### config.mk
export PLATFORM = sky130hd
export DESIGN_NAME = compare_skip_execute
export DESIGN_NICKNAME = d
export VERILOG_FILES = /design/src/hw/compare_skip_execute.v
export VERILOG_INCLUDE_DIRS = /design/src /design/src/hw
export SDC_FILE = /design/constraint.sdc
export NUM_CORES = 1
export LEC_CHECK = 0
export BUFFER_PORTS_ARGS = -buffer_cell sky130_fd_sc_hd__buf_4
export CAP_MARGIN = 40
export CORE_ASPECT_RATIO = 1.5
export CORE_MARGIN = 1.5
export CORE_UTILIZATION = 44
export DETAILED_ROUTE_END_ITERATION = 8
export GPL_TIMING_DRIVEN = 0
export PLACE_DENSITY_LB_ADDON = 0.25
export SLEW_MARGIN = 25
export SYNTH_ARGS = -nofsm -noshare
export SYNTH_HDL_FRONTEND = slang
export SYNTH_SLANG_ARGS = --single-unit
### constraint.sdc
create_clock -name i_sys_clk -period 2.37 [get_ports i_sys_clk]
set_input_delay 0.474 -clock i_sys_clk [delete_from_list [all_inputs] [get_ports i_sys_clk]]
set_output_delay 0.474 -clock i_sys_clk [all_outputs]
set_load 0.02 [all_outputs]
### src/hw/compare_skip_defines.vh
`ifndef COMPARE_SKIP_DEFINES_VH
`define COMPARE_SKIP_DEFINES_VH

// Opcode upper byte with the access flag masked off
`define OPC_MASK 8'hfe
`define OPC_SKIP_GREATER 8'h64
`define OPC_SKIP_LESS 8'h60
`define ACCESS_FLAG_BIT 8
`define OPC_HI 15
`define OPC_LO 8
`define FADDR_HI 7
`define FADDR_LO 0
`define FADDR_RESET 8'h00
// Subtraction result fields
`define DIFF_BORROW_BIT 8
`define DIFF_HI 7
`define DIFF_LO 0
// Indexed literal offset window upper bound
`define INDEXED_LIMIT 8'h5f
// Phase codes, one-hot
`define PH_Q1 4'h1
`define PH_Q2 4'h2
`define PH_Q3 4'h4
`define PH_Q4 4'h8
`define PH_RESET 4'h1
// Skip cycles left when the skipped word is one or two words long
`define SKIP_ONE 2'h1
`define SKIP_TWO 2'h2
`define SKIP_NONE 2'h0
`define SKIP_DEC 2'h1

`endif

### src/hw/compare_skip_execute.v
// Operation
// - Greater opcode skips next instruction if byte exceeds working reg.
// - Less opcode skips next instruction if byte is below working reg.
// - Less opcode byte 0110000a; a is bank flag; low byte is address.
// - Unsigned subtraction compare; status flags left untouched.
// - One word; one cycle without skip, two cycles with skip.
// - Skipping a two-word instruction takes three cycles in total.
// - Flag 0: access bank; flag 1: bank select register picks bank.
// - Greater opcode only: flag 0 plus extended set and address up to 95 uses indexed mode.
// - Decode Q1, read strobe Q3, compare at the Q4 edge, no write; skip cycles all idle.
`timescale 1ns/10ps
`include "compare_skip_defines.vh"

module compare_skip_execute (
  // Clock and reset
  input wire i_sys_clk,
  input wire i_sys_rst,
  // Instruction cycle
  input wire i_phase_adv,
  input wire [15:0] i_instr,
  input wire i_next_is_two_word,
  input wire i_ext_set_en,
  // Operands
  input wire [7:0] i_file_data,
  input wire [7:0] i_working_register,
  // Address selection
  output reg [7:0] o_file_addr,
  output reg o_use_access_bank,
  output reg o_use_bank_select_register,
  output reg o_use_indexed_offset,
  output reg o_file_read,
  // Execution effects
  output reg o_file_write,
  output reg o_working_write,
  output reg o_status_write,
  output reg o_skip_taken,
  output reg o_nop_cycle,
  output reg o_instr_done,
  output reg [3:0] o_phase
);

  // ==========================================================
  // Decode
  wire [7:0] opc_hi = i_instr[`OPC_HI:`OPC_LO] & `OPC_MASK;
  wire is_greater = (opc_hi == `OPC_SKIP_GREATER);
  wire is_less = (opc_hi == `OPC_SKIP_LESS);
  wire access_flag = i_instr[`ACCESS_FLAG_BIT];
  wire [7:0] faddr = i_instr[`FADDR_HI:`FADDR_LO];

  // ==========================================================
  // Phase codes, one-hot
  localparam PH_Q1 = `PH_Q1;
  localparam PH_Q2 = `PH_Q2;
  localparam PH_Q3 = `PH_Q3;
  localparam PH_Q4 = `PH_Q4;
  localparam PH_RESET = `PH_RESET;

  // ==========================================================
  // Unsigned subtract; borrow gives less, nonzero no-borrow greater
  wire [8:0] diff;
  assign diff = {1'b0, i_file_data} -
    {1'b0, i_working_register};
  wire borrow = diff[`DIFF_BORROW_BIT];
  wire nonzero = |diff[`DIFF_HI:`DIFF_LO];
  wire greater = !borrow && nonzero;
  wire less = borrow;

  // ==========================================================
  // State
  reg [3:0] phase_reg;
  reg [3:0] phase_next;
  reg [1:0] skip_left_reg;
  reg [1:0] skip_left_next;
  reg is_greater_reg;
  reg is_less_reg;
  reg two_word_reg;
  reg file_read_next;
  reg skip_taken_next;
  reg instr_done_next;
  reg nop_cycle_next;

  // ==========================================================
  // Q phase sequencer
  always @* begin
    case (phase_reg)
      PH_Q1: phase_next = PH_Q2;
      PH_Q2: phase_next = PH_Q3;
      PH_Q3: phase_next = PH_Q4;
      PH_Q4: phase_next = PH_Q1;
      default: phase_next = PH_RESET;
    endcase
  end

  // Phase advance qualifiers
  wire in_skip = (skip_left_reg != `SKIP_NONE);
  wire adv_q1 = i_phase_adv && (phase_reg == PH_Q1);
  wire adv_q2 = i_phase_adv && (phase_reg == PH_Q2);
  wire adv_q4 = i_phase_adv && (phase_reg == PH_Q4);
  // Skip cycles discard whatever sits on the instruction bus
  wire take_instr = adv_q1 && !in_skip;
  wire is_compare = is_greater_reg || is_less_reg;
  wire cond_met = (is_greater_reg && greater) ||
    (is_less_reg && less);

  // ==========================================================
  // Skip counter
  // Operands only matter at the Q4 edge; earlier values are ignored
  always @* begin
    skip_left_next = skip_left_reg;
    if (adv_q4) begin
      if (in_skip) begin
        skip_left_next = skip_left_reg - `SKIP_DEC;
      end else if (cond_met) begin
        // One cycle per skipped word
        skip_left_next = two_word_reg ?
          `SKIP_TWO : `SKIP_ONE;
      end
    end
  end

  // ==========================================================
  // Strobe next values
  always @* begin
    file_read_next = 1'b0;
    skip_taken_next = 1'b0;
    instr_done_next = 1'b0;
    nop_cycle_next = o_nop_cycle;
    if (adv_q2) begin
      file_read_next = !in_skip && is_compare;
    end
    if (adv_q4) begin
      skip_taken_next = !in_skip &&
        (skip_left_next != `SKIP_NONE);
      instr_done_next = (skip_left_next == `SKIP_NONE);
      // Level spans every Q phase of the skip cycles
      nop_cycle_next = (skip_left_next != `SKIP_NONE);
    end
  end

  // ==========================================================
  // Phase and skip registers
  always @(posedge i_sys_clk) begin
    if (i_sys_rst) begin
      phase_reg <= PH_RESET;
      o_phase <= PH_RESET;
      skip_left_reg <= `SKIP_NONE;
    end else if (i_phase_adv) begin
      phase_reg <= phase_next;
      o_phase <= phase_next;
      skip_left_reg <= skip_left_next;
    end
  end

  // ==========================================================
  // Opcode latch
  // Decode in Q1; the opcode must survive until the Q4 decision
  always @(posedge i_sys_clk) begin
    if (i_sys_rst) begin
      is_greater_reg <= 1'b0;
      is_less_reg <= 1'b0;
      two_word_reg <= 1'b0;
    end else if (take_instr) begin
      is_greater_reg <= is_greater;
      is_less_reg <= is_less;
      two_word_reg <= i_next_is_two_word;
    end
  end

  // ==========================================================
  // Address selection outputs
  // Held through skip cycles so the bank logic sees no glitch
  always @(posedge i_sys_clk) begin
    if (i_sys_rst) begin
      o_file_addr <= `FADDR_RESET;
      o_use_access_bank <= 1'b0;
      o_use_bank_select_register <= 1'b0;
      o_use_indexed_offset <= 1'b0;
    end else if (take_instr) begin
      o_file_addr <= faddr;
      o_use_access_bank <= !access_flag;
      o_use_bank_select_register <= access_flag;
      // Indexed mode only for the greater compare
      o_use_indexed_offset <= is_greater && !access_flag &&
        i_ext_set_en && (faddr <= `INDEXED_LIMIT);
    end
  end

  // ==========================================================
  // Execution strobes
  always @(posedge i_sys_clk) begin
    if (i_sys_rst) begin
      o_file_read <= 1'b0;
      o_skip_taken <= 1'b0;
      o_instr_done <= 1'b0;
      o_nop_cycle <= 1'b0;
      o_file_write <= 1'b0;
      o_working_write <= 1'b0;
      o_status_write <= 1'b0;
    end else begin
      o_file_read <= file_read_next;
      o_skip_taken <= skip_taken_next;
      o_instr_done <= instr_done_next;
      o_nop_cycle <= nop_cycle_next;
      // Compares never write anything
      o_file_write <= 1'b0;
      o_working_write <= 1'b0;
      o_status_write <= 1'b0;
    end
  end

endmodule

* Yosys cells after proc, flatten, opt, wreduce, memory -nomap -nowiden
Index checks and enable logic that the tools add are counted.
Word-level totals: word-level logic and storage cells 52, flip-flop bits (word level) 24, input bits 37, output and inout bits 22
Operators by class: muxes and demuxes 5, add/sub/neg operators 2, reduce and logical (&&, ||, !) cells 23, bitwise logic cells 2, $lt $le $gt $ge 1, eq/ne operators 6
Operators with widths (number):
- $eq A7 B6 Y1 const B | 2
- $logic_and A1 B1 Y1 | 12
- $pmux W4 S3 | 1
- $sub A8 B8 Y9 | 1
- $le A8 B7 Y1 const B | 1
- $mux W2 | 4
- $reduce_or A8 Y1 | 1
- $eq A4 B1 Y1 const B | 1
- $eq A4 B2 Y1 const B | 1
- $eq A4 B3 Y1 const B | 1
- $eq A4 B4 Y1 const B | 1
- $reduce_bool A2 Y1 | 2
- $reduce_or A2 Y1 | 2
- $logic_not A1 Y1 | 3
- $logic_not A2 Y1 | 1
- $logic_or A1 B1 Y1 | 2
- $not A1 Y1 | 2
- $sub A2 B1 Y2 const B | 1

* Logic depth before layout (Yosys ltp)
word-level depth 10, gate-level depth with buffers 9, depth with buffers taken out 9

* Least setup slack after synthesis
Ideal clock, no wire load.
path type in2reg, start point in i_file_data[0], end point reg o_skip_taken, library setup time 0.128 ns, cell stages on the path 9, data required time 2.242 ns, arrival 2.193 ns, buffers on the path 0, slack 0.049 ns, cells stage by stage inv_1 -> ha_1 -> fa_1 -> nand2_1 -> a2111o_1 -> a311oi_1 -> o211ai_1 -> o211ai_2 -> a21boi_0
On the way: longest elaborated chain between the ends 10, elaborated cells on any way between the ends 12
RTL lines:
- start: declaration | RTL line compare_skip_execute.v:24 | input wire [7:0] i_file_data,
- $sub A8 B8 Y9 (*) | RTL line compare_skip_execute.v:61 | assign diff = {1'b0, i_file_data} -
- $reduce_or A8 Y1 / $logic_not A1 Y1 (equally long branches) | RTL line compare_skip_execute.v:64, compare_skip_execute.v:65
- $logic_and A1 B1 Y1 | RTL line compare_skip_execute.v:65 | wire greater = !borrow && nonzero;
- $logic_and A1 B1 Y1 | RTL line compare_skip_execute.v:102 | wire cond_met = (is_greater_reg && greater) ||
- $logic_or A1 B1 Y1 (*) | RTL line compare_skip_execute.v:102
- $mux W2 (*) | RTL line compare_skip_execute.v:113 | end else if (cond_met) begin
- $mux W2 (*) | RTL line compare_skip_execute.v:111 | if (in_skip) begin
- $mux W2 (*) | RTL line compare_skip_execute.v:110 | if (adv_q4) begin
- $reduce_bool A2 Y1 (no line) (*)
- $logic_and A1 B1 Y1 (*) | RTL line compare_skip_execute.v:132 | skip_taken_next = !in_skip &&
- end signal: assignment | RTL line compare_skip_execute.v:201 | o_skip_taken <= skip_taken_next;
- end: declaration | RTL line compare_skip_execute.v:36 | output reg o_skip_taken,
Every way passes the cells marked *; elsewhere a longest branch is shown, timed or not. A chain may end at the register's enable or synchronous reset.

* Worst setup path in the final report
start point in i_file_data[0], end point reg o_instr_done
On the way: longest elaborated chain between the ends 9, elaborated cells on any way between the ends 11
RTL lines:
- $sub A8 B8 Y9 (*) | RTL line compare_skip_execute.v:61
- $reduce_or A8 Y1 / $logic_not A1 Y1 (equally long branches) | RTL line compare_skip_execute.v:64, compare_skip_execute.v:65
- $logic_and A1 B1 Y1 | RTL line compare_skip_execute.v:65
- $logic_and A1 B1 Y1 | RTL line compare_skip_execute.v:102
- $logic_or A1 B1 Y1 (*) | RTL line compare_skip_execute.v:102
- $mux W2 (*) | RTL line compare_skip_execute.v:113
- $mux W2 (*) | RTL line compare_skip_execute.v:111
- $mux W2 (*) | RTL line compare_skip_execute.v:110
- $logic_not A2 Y1 (no line) (*)
- end signal: assignment | RTL line compare_skip_execute.v:202 | o_instr_done <= instr_done_next;
- end: declaration | RTL line compare_skip_execute.v:38 | output reg o_instr_done,
Marked as above.

==> results.cfg <==
[logic_synthesis]
ys.flop_type = dfxtp_1
synthArstFlopShare_pct = 0
synth_cell_types = 52
synth.ff_latch_count = 24
syn_area_per_cell_um2 = 8.21
ys_seq_area_share_pct = 30.5
syn_area_um2 = 1580
synth-edff-count = 0
syn-instance-count = 192
yosys_warnings = 0

[power]
ir_worst_vdd_mv = 0.412
cellPowerDensity_nw_per_um2 = 511
p_leak_uw = 0.000994

[timing]
fmax_mhz = 446
setup_tns_ps = 0
finalCritPeriodShare_pct = 94.5
finalSetupViolations = 0
final-max-slew-violation-count = 0
post-route-min-period_ps = 2240
rsz0062_at_grt = no
worst_slew_pin_slew_ps = 480
fin_hold_ws_ps = 426
hold_viol_final = 0
clock_skew_ps = 8.96
max-slew-margin-rel_pct = 67.6

[global_route]
first_global_vias = 1466
grt.overflow.total = 0
grt_max_degree = 15
antenna_found_initial = 0
grt_use_total_pct = 18.3
grt_first_pass_wirelength_mm = 5.84

[worst_setup_path]
crit_type = in2reg
crit_required_ps = 2590
r2r_slack_ps = 700
r2r_cells = 6
r2r_end = skip_left_reg[0]$_SDFFE_PP0P_
reg2reg_from = phase_reg[1]$_SDFFE_PP0P_
crit_arrival_ps = 2460
critical_path.max_fanout = 3
cp-end-kind = register
worstSetupStartpointType = input pin

[cts]
cts_tree = yes
cts_root_buf = clkbuf_8
htreeDepth = 1
clkSinkCount = 24
clk_pin_slew_worst_paths_ps = 90
clk_latency_ps = 270
cts-buffers-inserted = 3
cts_hold_buf = 0
clockBufferDepth = 2

[min_path]
hp-start = i_instr[2]
hold_path_class = in2reg
holdPathEnd = o_file_addr[2]$_SDFFE_PP0P_
holdPathStages = 3

[route]
drt_iter0_drc = 33
wl_per_cell_um = 11.5
ant_nets = 0
drc = 0
vias_per_cell = 5.26
vias = 1552
totalWireLength_mm = 3.38
drt_pass1_iterations = 4

[floorplan]
dieArea_um2 = 3960
die_width_um = 51.9
num_rows = 26
initial_core_util_pct = 46.2
core_um2 = 3420
io_pins = 59
die_y_um = 76.3

[placed_design]
io_buffers = 55
place_congestion = 0.772
dp_hpwl_mm = 2.74
placed_area_um2 = 2050

[cells_and_area]
antenna_cells = 0
n_fill_cell = 337
drive_gt1_share_pct = 29.6
largest_reg_flops = 8
areaGrowthSynthToFinish_pct = 34.7
nets = 300
design_area_um2 = 2120

[run_status]
status = complete, no violations

[job]
maxCapViolCount = 0
==> what timing repair did <==
action	4_1_cts	5_1_grt
setup buffers	0	0
resized for setup	0	1
endpoints found under the hold margin	0	0
setup endpoints to repair	0	5
==> worst max-delay path, cell delays in order <==
cell      delay [ps]
buf_4             70
inv_1             30
ha_1             210
fa_1             490
nand2_1           50
a2111o_1         390
a311oi_1         210
o211ai_1         140
o211ai_2         200
and3_1           180
==> power breakdown <==
| group | internal [uW] | switching (uW) |
|---|---|---|
| clock network | 226 | 129 |
| registers | 421 | 15.7 |
| logic | 143 | 150 |
==> area by class of cell <==
cell class	instances	area, um2	share of cell area [%]
Timing Repair Buffer	55	413	19.4
Tap cell	42	52.6	2.47
Clock inverter	1	30.0	1.41
Sequential cell	24	480	22.6
Multi-Input combinational cell	147	1000	47.3
Inverter	14	52.6	2.47
Clock buffer	3	41.3	1.94
Buffer	9	50.0	2.36
==> cells in the final DEF (no fill, tap or decap), types with 2 or more instances in the layout <==
master / count
inv_1: 14
clkbuf_1: 2
o31ai_1: 2
o211ai_1: 3
nor2_1: 27
o31a_1: 2
nor3_1: 5
nand3_1: 8
a2bb2oi_1: 2
buf_4: 58
nand4b_1: 3
a31oi_1: 2
clkbuf_8: 3
nor4_1: 2
buf_2: 4
xnor2_1: 2
a21oi_1: 11
nand2b_1: 7
nand2_1: 6
nor3b_2: 2
conb_1: 3
mux2i_1: 10
dfxtp_1: 24
ha_1: 8
o21ai_0: 8
nor2b_1: 6
==> Yosys cell counts (3+ instances only) <==
library cell | n | area (um2)
a21oi_1 | 11 | 55.1
buf_2 | 4 | 20.0
buf_4 | 3 | 22.5
dfxtp_1 | 24 | 480
ha_1 | 8 | 100
inv_1 | 14 | 52.6
mux2i_1 | 10 | 100
nand2_1 | 6 | 22.5
nand2b_1 | 7 | 43.8
nand3_1 | 8 | 40.0
nand4b_1 | 3 | 26.3
nor2_1 | 27 | 101
nor2b_1 | 7 | 43.8
nor3_1 | 5 | 25.0
o211ai_1 | 3 | 22.5
o21ai_0 | 8 | 40.0
==> routing by layer <==
layer / track usage [%] / share of wire [%]
met5: 0 / 0
met4: 6.58 / 1.6
met3: 2.75 / 5.3
met2: 34.1 / 53
met1: 19.6 / 40
==> worst max-delay path by stage <==
stage	cells after the start	from	endpoint	slack, ps
2_1_floorplan	9	i_file_data[0]	o_skip_taken$_SDFF_PP0_	50
3_3_place_gp	10	i_file_data[0]	o_skip_taken$_SDFF_PP0_	-180
3_5_place_dp	10	i_file_data[0]	o_skip_taken$_SDFF_PP0_	-210
4_1_cts	10	i_file_data[0]	o_skip_taken$_SDFF_PP0_	90
5_1_grt	10	i_file_data[0]	o_skip_taken$_SDFF_PP0_	3
6_report	10	i_file_data[0]	o_instr_done$_SDFF_PP0_	130
==> metrics by stage <==
step,instances,setup slack [ps],total power [uW],util [%]
2_1_floorplan,194,48.8,632,-
4_1_cts,295,89.0,1100,62.1
3_3_place_gp,291,-177,733,60.0
5_1_grt,295,2.67,1140,62.2
6_report,295,130,1080,62.2
3_5_place_dp,291,-206,740,60.0
==> kinds of logic (layout without fill, tap and decap cells) <==
group	Yosys count	count (layout)	share of synthesized area, %
other cells	1	3	0.238
compound gates	45	45	19.8
simple gates	76	76	26.7
flops	24	24	30.5
xor+xnor	3	3	1.67
buf+inv	23	82	6.51
fa+ha+maj	9	9	7.62
mux	11	11	7.06
Power figures use the tool's default switching activity.
